File: src/rtl/sdc_cfg.svh
// offsets, field positions, bounds, interrupt bits and reset values for the descriptor checker
`ifndef SDC_CFG_SVH
`define SDC_CFG_SVH

// register byte offsets
`define SDC_OFS_DESC_LO   12'h000
`define SDC_OFS_DESC_HI   12'h004
`define SDC_OFS_OFFSET    12'h008
`define SDC_OFS_CTRL      12'h00c
`define SDC_OFS_RESULT    12'h010
`define SDC_OFS_INT_STAT  12'h014
`define SDC_OFS_INT_MASK  12'h018

// descriptor upper-word field positions
`define SDC_BIT_ACCESSED  8
`define SDC_BIT_WRITABLE  9
`define SDC_BIT_EXPDOWN   10
`define SDC_BIT_CODE      11
`define SDC_BIT_USER      12
`define SDC_BIT_PRESENT   15
`define SDC_BIT_DSIZE     22
`define SDC_BIT_GRAN      23

// bounds and scaling
`define SDC_UPPER_WIDE    33'h0_ffff_ffff
`define SDC_UPPER_NARROW  33'h0_0000_ffff
`define SDC_GRAN_FILL     12'hfff

// interrupt status bits
`define SDC_IRQ_DONE      0
`define SDC_IRQ_GP        1
`define SDC_IRQ_NP        2
`define SDC_IRQ_ILLEGAL   3
`define SDC_IRQ_W         4

// reset values
`define SDC_RST_WORD      32'h0000_0000
`define SDC_RST_MASK      4'h0

`endif

File: src/rtl/sdc_pkg.sv
// types shared by the descriptor checker
package sdc_pkg;

	// operation requested through the control register
	typedef enum logic [1:0] {
		SDC_OP_ACCESS     = 2'b00,
		SDC_OP_DATA_LOAD  = 2'b01,
		SDC_OP_STACK_LOAD = 2'b10,
		SDC_OP_NONE       = 2'b11
	} sdc_op_type;

	// decoded kind of a system descriptor
	typedef enum logic [3:0] {
		SDC_SYS_NONE       = 4'h0,
		SDC_SYS_TSS16_AVL  = 4'h1,
		SDC_SYS_LOCAL_TBL  = 4'h2,
		SDC_SYS_TSS16_BUSY = 4'h3,
		SDC_SYS_CALL16     = 4'h4,
		SDC_SYS_TASK_GATE  = 4'h5,
		SDC_SYS_INT16      = 4'h6,
		SDC_SYS_TRAP16     = 4'h7,
		SDC_SYS_TSS32_AVL  = 4'h8,
		SDC_SYS_TSS32_BUSY = 4'h9,
		SDC_SYS_CALL32     = 4'ha,
		SDC_SYS_INT32      = 4'hb,
		SDC_SYS_TRAP32     = 4'hc,
		SDC_SYS_RESERVED   = 4'hf
	} sdc_sys_kind_type;

	// control register, low bits first from the right
	typedef struct packed {
		logic       compat;
		logic [1:0] size_m1;
		logic       exec;
		logic       write;
		sdc_op_type op;
	} sdc_ctrl_type;

	// result register
	typedef struct packed {
		logic             accessed;
		logic             writable;
		logic             expand_down;
		logic             stack_wide;
		logic             np;
		logic             gp;
		logic             illegal;
		sdc_sys_kind_type kind;
		logic             is_sys;
		logic             is_data;
	} sdc_result_type;

endpackage : sdc_pkg

File: src/rtl/sdc_check.sv
// descriptor decode and access check with an apb register port
// Notes on behaviour
// - user flag 1 and type bit 11 clear means data segment
// - type bits 10:8 give expand-down, writable and accessed
// - expand-down accepts offsets from limit plus one to upper bound
// - expand-down upper bound is 32-bit max if size flag set, else 16-bit
// - expand-up accepts offsets from zero through the limit
// - writing a read-only data segment gives a protection fault
// - loading data or stack register sets accessed; never cleared here
// - stack load needs a valid writable data descriptor
// - stack uses wide pointer if size flag set, narrow otherwise
// - execution from a data segment is refused
// - user flag 0 means system descriptor, kind from 4-bit type
// - decode task-state and local-table system codes
// - decode call, task, interrupt and trap gate codes
// - codes 0000, 1000, 1010, 1101 are reserved and illegal
// - compatibility mode uses the same system decode
// - granularity set scales limit by 4096 bytes
// - descriptor not present raises the absent-segment fault
// - every byte of a multi-byte access must lie in range
`include "sdc_cfg.svh"
`timescale 1ns/1ps
`default_nettype none

module sdc_check (
	input  wire logic        clk,
	input  wire logic        rst_b,
	input  wire logic        ce,
	input  wire logic        psel,
	input  wire logic        penable,
	input  wire logic        pwrite,
	input  wire logic [11:0] paddr,
	input  wire logic [31:0] pwdata,
	output logic      [31:0] prdata,
	output logic             pready,
	output logic             pslverr,
	output logic             irq,
	output logic             wide_stack_pointer,
	output logic             general_protection_fault,
	output logic             segment_absent_fault
);

	logic [31:0]            desc_lo;
	logic [31:0]            desc_hi;
	logic [31:0]            offset;
	sdc_pkg::sdc_ctrl_type  ctrl;
	sdc_pkg::sdc_result_type result;
	logic [`SDC_IRQ_W-1:0]  int_stat;
	logic [`SDC_IRQ_W-1:0]  int_mask;
	logic                   start;

	logic                   apb_done;
	logic                   wr_done;
	logic [3:0]             dtype;
	logic                   is_user;
	logic                   is_data;
	logic                   is_sys;
	logic                   present;
	logic                   dsize;
	logic [19:0]            lim_raw;
	logic [32:0]            limit;
	logic [32:0]            upper;
	logic [32:0]            first_b;
	logic [32:0]            last_b;
	logic                   in_range;
	sdc_pkg::sdc_sys_kind_type kind;
	logic                   illegal;
	logic                   gp;
	logic                   np;
	logic                   load_op;
	logic                   set_acc;
	sdc_pkg::sdc_result_type next_result;
	logic [`SDC_IRQ_W-1:0]  events;
	logic [31:0]            rd_mux;
	logic                   rd_err;

	// apb handshake: one wait state, transfer ends when pready is seen
	assign apb_done = psel & penable & pready;
	assign wr_done  = apb_done & pwrite & ~pslverr;

	// field extraction
	assign dtype   = desc_hi[`SDC_BIT_ACCESSED +: 4];
	assign is_user = desc_hi[`SDC_BIT_USER];
	assign is_data = is_user & ~desc_hi[`SDC_BIT_CODE];
	assign is_sys  = ~is_user;
	assign present = desc_hi[`SDC_BIT_PRESENT];
	assign dsize   = desc_hi[`SDC_BIT_DSIZE];
	assign lim_raw = {desc_hi[19:16], desc_lo[15:0]};

	// effective limit, scaled to 4 KiB blocks when granular
	assign limit = desc_hi[`SDC_BIT_GRAN] ? {1'b0, lim_raw, `SDC_GRAN_FILL}
		: {13'h0000, lim_raw};
	assign upper = dsize ? `SDC_UPPER_WIDE : `SDC_UPPER_NARROW;

	// first and last byte of the access, carried to 33 bits
	assign first_b = {1'b0, offset};
	assign last_b  = first_b + {31'h0000_0000, ctrl.size_m1};

	// bound check by expansion direction
	always_comb begin
		if (desc_hi[`SDC_BIT_EXPDOWN]) begin
			in_range = (first_b > limit) && (last_b <= upper);
		end else begin
			in_range = last_b <= limit;
		end
	end

	// system type decode, identical in legacy and compatibility mode
	always_comb begin
		illegal = 1'b0;
		case (dtype)
			4'h1: kind = sdc_pkg::SDC_SYS_TSS16_AVL;
			4'h2: kind = sdc_pkg::SDC_SYS_LOCAL_TBL;
			4'h3: kind = sdc_pkg::SDC_SYS_TSS16_BUSY;
			4'h4: kind = sdc_pkg::SDC_SYS_CALL16;
			4'h5: kind = sdc_pkg::SDC_SYS_TASK_GATE;
			4'h6: kind = sdc_pkg::SDC_SYS_INT16;
			4'h7: kind = sdc_pkg::SDC_SYS_TRAP16;
			4'h9: kind = sdc_pkg::SDC_SYS_TSS32_AVL;
			4'hb: kind = sdc_pkg::SDC_SYS_TSS32_BUSY;
			4'hc: kind = sdc_pkg::SDC_SYS_CALL32;
			4'he: kind = sdc_pkg::SDC_SYS_INT32;
			4'hf: kind = sdc_pkg::SDC_SYS_TRAP32;
			default: begin
				kind    = sdc_pkg::SDC_SYS_RESERVED;
				illegal = 1'b1;
			end
		endcase
		if (!is_sys) begin
			kind    = sdc_pkg::SDC_SYS_NONE;
			illegal = 1'b0;
		end
	end

	// fault evaluation for the requested operation
	always_comb begin
		gp      = 1'b0;
		np      = 1'b0;
		load_op = 1'b0;
		case (ctrl.op)
			sdc_pkg::SDC_OP_ACCESS: begin
				if (!is_data || ctrl.exec) begin
					gp = 1'b1;
				end else if (!present) begin
					np = 1'b1;
				end else if (ctrl.write && !desc_hi[`SDC_BIT_WRITABLE]) begin
					gp = 1'b1;
				end else if (!in_range) begin
					gp = 1'b1;
				end
			end
			sdc_pkg::SDC_OP_DATA_LOAD: begin
				load_op = 1'b1;
				if (!is_data) begin
					gp = 1'b1;
				end else if (!present) begin
					np = 1'b1;
				end
			end
			sdc_pkg::SDC_OP_STACK_LOAD: begin
				load_op = 1'b1;
				if (!is_data || !desc_hi[`SDC_BIT_WRITABLE]) begin
					gp = 1'b1;
				end else if (!present) begin
					np = 1'b1;
				end
			end
			default: begin
				load_op = 1'b0;
			end
		endcase
	end

	// accessed flag is set only by a successful load
	assign set_acc = start & load_op & ~gp & ~np;

	// result word assembled from the decode
	always_comb begin
		next_result             = result;
		next_result.is_data     = is_data;
		next_result.is_sys      = is_sys;
		next_result.kind        = kind;
		next_result.illegal     = illegal;
		next_result.gp          = gp;
		next_result.np          = np;
		next_result.stack_wide  = (ctrl.op == sdc_pkg::SDC_OP_STACK_LOAD && !gp && !np)
			? dsize : result.stack_wide;
		next_result.expand_down = is_data & desc_hi[`SDC_BIT_EXPDOWN];
		next_result.writable    = is_data & desc_hi[`SDC_BIT_WRITABLE];
		next_result.accessed    = is_data & (desc_hi[`SDC_BIT_ACCESSED] | set_acc);
	end

	// events reported by a finished check
	assign events = {`SDC_IRQ_W{start}} & {illegal, np, gp, 1'b1};

	// software-written lower descriptor word and offset
	always_ff @(posedge clk or negedge rst_b) begin
		if (!rst_b) begin
			desc_lo <= `SDC_RST_WORD;
			offset  <= `SDC_RST_WORD;
		end else if (ce && wr_done) begin
			if (paddr == `SDC_OFS_DESC_LO) begin
				desc_lo <= pwdata;
			end else if (paddr == `SDC_OFS_OFFSET) begin
				offset <= pwdata;
			end
		end
	end

	// upper word: hardware setting the accessed flag wins over a write
	always_ff @(posedge clk or negedge rst_b) begin
		if (!rst_b) begin
			desc_hi <= `SDC_RST_WORD;
		end else if (ce) begin
			if (wr_done && paddr == `SDC_OFS_DESC_HI) begin
				desc_hi <= pwdata | {23'h000000, set_acc, 8'h00};
			end else if (set_acc) begin
				desc_hi[`SDC_BIT_ACCESSED] <= 1'b1;
			end
		end
	end

	// control write launches a check in the next cycle
	always_ff @(posedge clk or negedge rst_b) begin
		if (!rst_b) begin
			ctrl  <= '{compat: 1'b0, size_m1: 2'b00, exec: 1'b0, write: 1'b0,
				op: sdc_pkg::SDC_OP_NONE};
			start <= 1'b0;
		end else if (ce) begin
			start <= wr_done && (paddr == `SDC_OFS_CTRL);
			if (wr_done && paddr == `SDC_OFS_CTRL) begin
				ctrl <= sdc_pkg::sdc_ctrl_type'(pwdata[6:0]);
			end
		end
	end

	// result and fault outputs updated by each check
	always_ff @(posedge clk or negedge rst_b) begin
		if (!rst_b) begin
			result                   <= '0;
			wide_stack_pointer       <= 1'b0;
			general_protection_fault <= 1'b0;
			segment_absent_fault     <= 1'b0;
		end else if (ce && start) begin
			result                   <= next_result;
			wide_stack_pointer       <= next_result.stack_wide;
			general_protection_fault <= gp;
			segment_absent_fault     <= np;
		end
	end

	// sticky status, cleared by writing one; a new event wins
	always_ff @(posedge clk or negedge rst_b) begin
		if (!rst_b) begin
			int_stat <= '0;
			int_mask <= `SDC_RST_MASK;
			irq      <= 1'b0;
		end else if (ce) begin
			if (wr_done && paddr == `SDC_OFS_INT_STAT) begin
				int_stat <= (int_stat & ~pwdata[`SDC_IRQ_W-1:0]) | events;
			end else begin
				int_stat <= int_stat | events;
			end
			if (wr_done && paddr == `SDC_OFS_INT_MASK) begin
				int_mask <= pwdata[`SDC_IRQ_W-1:0];
			end
			irq <= |(int_stat & int_mask);
		end
	end

	// read mux and unmapped-address detection
	always_comb begin
		rd_mux = 32'h0000_0000;
		rd_err = 1'b0;
		if (paddr == `SDC_OFS_DESC_LO) begin
			rd_mux = desc_lo;
		end else if (paddr == `SDC_OFS_DESC_HI) begin
			rd_mux = desc_hi;
		end else if (paddr == `SDC_OFS_OFFSET) begin
			rd_mux = offset;
		end else if (paddr == `SDC_OFS_CTRL) begin
			rd_mux = {25'h0000000, ctrl};
		end else if (paddr == `SDC_OFS_RESULT) begin
			rd_mux = {19'h00000, result};
		end else if (paddr == `SDC_OFS_INT_STAT) begin
			rd_mux = {28'h0000000, int_stat};
		end else if (paddr == `SDC_OFS_INT_MASK) begin
			rd_mux = {28'h0000000, int_mask};
		end else begin
			rd_err = 1'b1;
		end
	end

	// apb answer one cycle into the access phase
	always_ff @(posedge clk or negedge rst_b) begin
		if (!rst_b) begin
			pready  <= 1'b0;
			pslverr <= 1'b0;
			prdata  <= 32'h0000_0000;
		end else if (ce) begin
			pready  <= psel & penable & ~pready;
			pslverr <= psel & penable & ~pready & rd_err;
			if (psel && penable && !pready && !pwrite) begin
				prdata <= rd_mux;
			end
		end
	end
endmodule : sdc_check

`default_nettype wire

File: config.mk
export PLATFORM = sky130hd
export DESIGN_NAME = sdc_check
export DESIGN_NICKNAME = d
export VERILOG_FILES = /design/src/rtl/sdc_pkg.sv /design/src/rtl/sdc_check.sv
export VERILOG_INCLUDE_DIRS = /design/src /design/src/rtl
export SDC_FILE = /design/constraint.sdc
export NUM_CORES = 1
export LEC_CHECK = 0
export BUFFER_PORTS_ARGS = -buffer_cell sky130_fd_sc_hd__buf_2
export CAP_MARGIN = 25
export CORE_AREA = 2 2 149 151
export DETAILED_ROUTE_END_ITERATION = 10
export DIE_AREA = 0 0 151 153
export HOLD_SLACK_MARGIN = 0.05
export PLACE_DENSITY = 0.62
export SYNTH_ARGS = -nofsm -noshare
export SYNTH_HDL_FRONTEND = slang
export SYNTH_SLANG_ARGS = --single-unit
File: constraint.sdc
create_clock -name clk -period 10.8 [get_ports clk]
set_input_delay 2.16 -clock clk [delete_from_list [all_inputs] [get_ports clk]]
set_output_delay 2.16 -clock clk [all_outputs]
set_load 0.01 [all_outputs]
==> results.py <==
metrics = {
    "run_status": {
        "outcome": "finished, final reports clean",
    },
    "critical_path": {
        "r2r-end": "result[9]$_DFFE_PN0P_",
        "worstPathCellList": "ha_1 -> inv_1 -> fa_1 -> nand3b_1 -> nor4_2 -> nand4_1 -> nor4_1 -> xor2_1 -> ha_1 -> nand4_1 -> nor3_1 -> and4_1 -> nand3_1 -> nor4b_2 -> nor2_1 -> o31ai_2 -> a21oi_1 -> mux2_1",
        "endpoint_kind": "register",
        "arrival_ns": 5.45,
        "crit_slowest_cell": "nor4_2",
        "slowest_delay_ns": 0.51,
        "critPathBufInv": 1,
        "worstPathRequired_ns": 11.11,
        "worstPathMaxFanout": 6,
        "reg2reg_from": "offset[0]$_DFFE_PN0P_",
        "worstRegToRegCells": 18,
        "critPathKind": "register to register",
        "crit_family": "simple AND/OR/NAND/NOR gates",
        "r2r_slack_ns": 5.66,
        "startpoint_type": "register",
    },
    "power": {
        "ir_drop_v": 0.0000957,
        "leakagePower_nw": 5.17,
        "power.density_nw_per_um2": 121,
    },
    "clocking": {
        "cts_buffers": 17,
        "root_buffer": "clkbuf_16",
        "cts_resized": 0,
        "worstSkewPairLatency_ns": 0.43,
        "cts_setup_buffers": 0,
        "htree_levels": 4,
        "clkTransAtPathRegs_ns": 0.07,
        "cts_tree": "done",
        "holdBufCountCts": 0,
        "cts_buffer_depth": 2,
        "cts_sinks": 160,
    },
    "worst_hold_path": {
        "holdCritPathClass": "register to register",
        "hold_start": "prdata[24]$_DFFE_PN0P_",
        "worst_hold_path.endpoint": "prdata[24]$_DFFE_PN0P_",
        "holdPathStages": 2,
    },
    "sta": {
        "drv_slew": 0,
        "tns_ns": 0,
        "period_minus_slack_ns": 5.14,
        "rsz0062_at_grt": "no",
        "fin_skew_ns": 0.00960,
        "worst_slew_margin_rel": 0.445,
        "tightest_slew_ns": 0.830,
        "setup_violations": 0,
        "finalHoldViolCount": 0,
        "min_period_over_period": 0.476,
        "max_freq_ghz": 0.195,
    },
    "global_route": {
        "grt_antenna_before_repair": 0,
        "grt-ovfl-total": 0,
        "grt_start_max_net_pins": 86,
        "track_usage": 0.237,
        "first_global_vias": 7543,
        "grt_pass1_wl_um": 42200,
    },
    "yosys": {
        "ys_seq_area_frac": 0.422,
        "synth_area_leaders": "dfrtp_1, ha_1, mux2_2",
        "synthCells": 912,
        "synth-edff-count": 0,
        "async_reset_ff_frac": 1.00,
        "synth-seq-cells": 160,
        "yosysWarnings": 0,
        "synth_fp_nets": 1049,
        "synthDistinctLibCells": 65,
        "synth_top_area_share": 0.416,
        "synth_area_leader_cell": "dfrtp_1",
        "synth_area_um2": 9500,
        "synth_area_per_cell_um2": 10.4,
        "yosys_most_used_dff": "dfrtp_1",
    },
    "route": {
        "vias": 7605,
        "drt_iter0_drc": 811,
        "wirelength_um": 25900,
        "first_pass_iters": 5,
        "wl_per_cell_um": 20.3,
        "ant_nets": 0,
        "viasPerCell": 5.97,
        "drc": 0,
    },
    "floorplanning": {
        "dieHeight_um": 153,
        "die_x_um": 151,
        "core_um2": 21500,
        "dieArea_um2": 23100,
        "start_util": 0.442,
        "pin_count": 88,
        "row_count": 54,
    },
    "finish": {
        "antenna_cells": 0,
        "postLayoutCellArea_um2": 10900,
        "syn_to_final_growth_pct": 14.3,
        "nets": 1117,
        "layout-drive-gt1-share": 0.213,
        "nFillCells": 2013,
    },
    "placed_design": {
        "place_area_um2": 10200,
        "port_buffers": 87,
        "routabilityCongestion": 0.917,
        "detailed_place_hpwl_um": 18800,
    },
    "job": {
        "drv_cap": 0,
    },
}
-- cells in the mapped netlist, types with 7 or more instances --
cell,count
a222oi_1,26
xor2_1,11
o211ai_1,7
a22oi_1,18
nor3_1,19
inv_1,19
a21o_1,17
nand4_1,23
a31oi_1,16
nand2_1,92
dfrtp_1,158
a211oi_1,7
nor2_1,49
ha_1,86
mux2i_1,10
xnor2_1,19
buf_2,10
mux2_1,29
nand3_1,24
clkbuf_1,35
o21ai_1,31
mux2_2,66
a21oi_1,36
o21ai_0,15
-- worst reg2reg max path, cell delays in order, from the launching register on --
cell and delay (ns):
dfrtp_1 0.43, ha_1 0.21, inv_1 0.06, fa_1 0.46, nand3b_1 0.29, nor4_2 0.51, nand4_1 0.32, nor4_1 0.37
xor2_1 0.15, ha_1 0.32, nand4_1 0.14, nor3_1 0.28, and4_1 0.30, nand3_1 0.11, nor4b_2 0.23, nor2_1 0.11
o31ai_2 0.27, a21oi_1 0.12, mux2_1 0.33
-- area by class of cell --
type	instances	area [um^2]	share of cell area
clock inverters	11	155	0.0143
clock buffers	21	460	0.0424
multi-input cells	683	5240	0.482
flip-flops and latches	160	4010	0.369
inverters	19	71.3	0.00657
repair buffers	99	576	0.0530
well taps	280	350	0.0323
-- layer usage --
metal,vias to the layer above,global-route usage,share of wire
met5,-,0,0
met4,0,0.0828,0.024
met3,36,0.0373,0.057
met2,225,0.363,0.46
met1,3765,0.341,0.46
li1,3579,-,-
-- kinds of logic after synthesis --
logic type / synth area share
compound gates: 0.147
xor+xnor: 0.0277
fa+ha+maj: 0.115
buf+inv: 0.0294
flops: 0.422
mux: 0.123
simple gates: 0.136
-- per-stage QoR --
| step | power [mW] | worst slack, ns | hold slack, ns | instances | utilization |
|---|---|---|---|---|---|
| finish | 1.32 | 5.66 | 0.481 | 1273 | 0.505 |
| global route | 1.36 | 5.28 | 0.503 | 1273 | 0.505 |
| CTS | 1.33 | 5.71 | 0.487 | 1272 | 0.504 |
| detailed placement | 0.696 | 5.55 | 0.474 | 1240 | 0.475 |
| global placement | 0.695 | 5.62 | 0.465 | 1238 | 0.474 |
| floorplan | 0.650 | 6.63 | 0.449 | 912 | - |
-- flip-flops by register name (all words and copies together), names as in the netlist, 4 cells and up --
register	cells
desc_hi	32
desc_lo	32
offset	32
prdata	32
result	13
ctrl	7
int_mask	4
int_stat	4
-- power by group --
group          switching [mW]  total [mW]  internal (mW)
Clock                   0.255       0.634          0.379
Sequential            0.00717       0.619          0.611
Combinational          0.0417      0.0664         0.0246
-- placed cells by master (no fill, tap or decap), types with 4 or more instances in the layout --
| cell | count |
|---|---|
| a22o_1 | 5 |
| o21ai_1 | 31 |
| nor2_1 | 48 |
| and4_1 | 4 |
| clkinv_4 | 4 |
| nand2_1 | 92 |
| nor2b_1 | 6 |
| dfrtp_1 | 158 |
| a211oi_1 | 7 |
| inv_1 | 19 |
| nand2b_1 | 5 |
| a221oi_1 | 5 |
| mux2_1 | 29 |
| nand3_1 | 24 |
| mux2_2 | 66 |
| and2_1 | 6 |
| o31ai_1 | 4 |
| a31oi_1 | 16 |
| nor3_1 | 18 |
| and3_1 | 4 |
| o211ai_1 | 7 |
| a21o_1 | 17 |
| a21oi_1 | 36 |
| xnor2_1 | 19 |
| clkbuf_16 | 17 |
| mux2i_1 | 10 |
| buf_4 | 9 |
| nor4_1 | 5 |
| xor2_1 | 11 |
| a222oi_1 | 26 |
| a22oi_1 | 18 |
| o21ai_0 | 15 |
| buf_2 | 86 |
| nand4_1 | 23 |
| ha_1 | 86 |
-- worst max-delay path by stage --
stage                           from  slack [ns]  cells past startpoint                       to
6_report       offset[0]$_DFFE_PN0P_        5.66                     18    result[9]$_DFFE_PN0P_
5_1_grt        offset[0]$_DFFE_PN0P_        5.28                     18  int_stat[1]$_DFFE_PN0P_
2_1_floorplan  offset[0]$_DFFE_PN0P_        6.63                     18    result[9]$_DFFE_PN0P_
4_1_cts        offset[0]$_DFFE_PN0P_        5.71                     18  int_stat[1]$_DFFE_PN0P_
3_5_place_dp               paddr[11]        5.55                      9   desc_hi[1]$_DFFE_PN0P_
3_3_place_gp               paddr[11]        5.62                      9   desc_hi[1]$_DFFE_PN0P_
(Power assumes the default switching activity.)
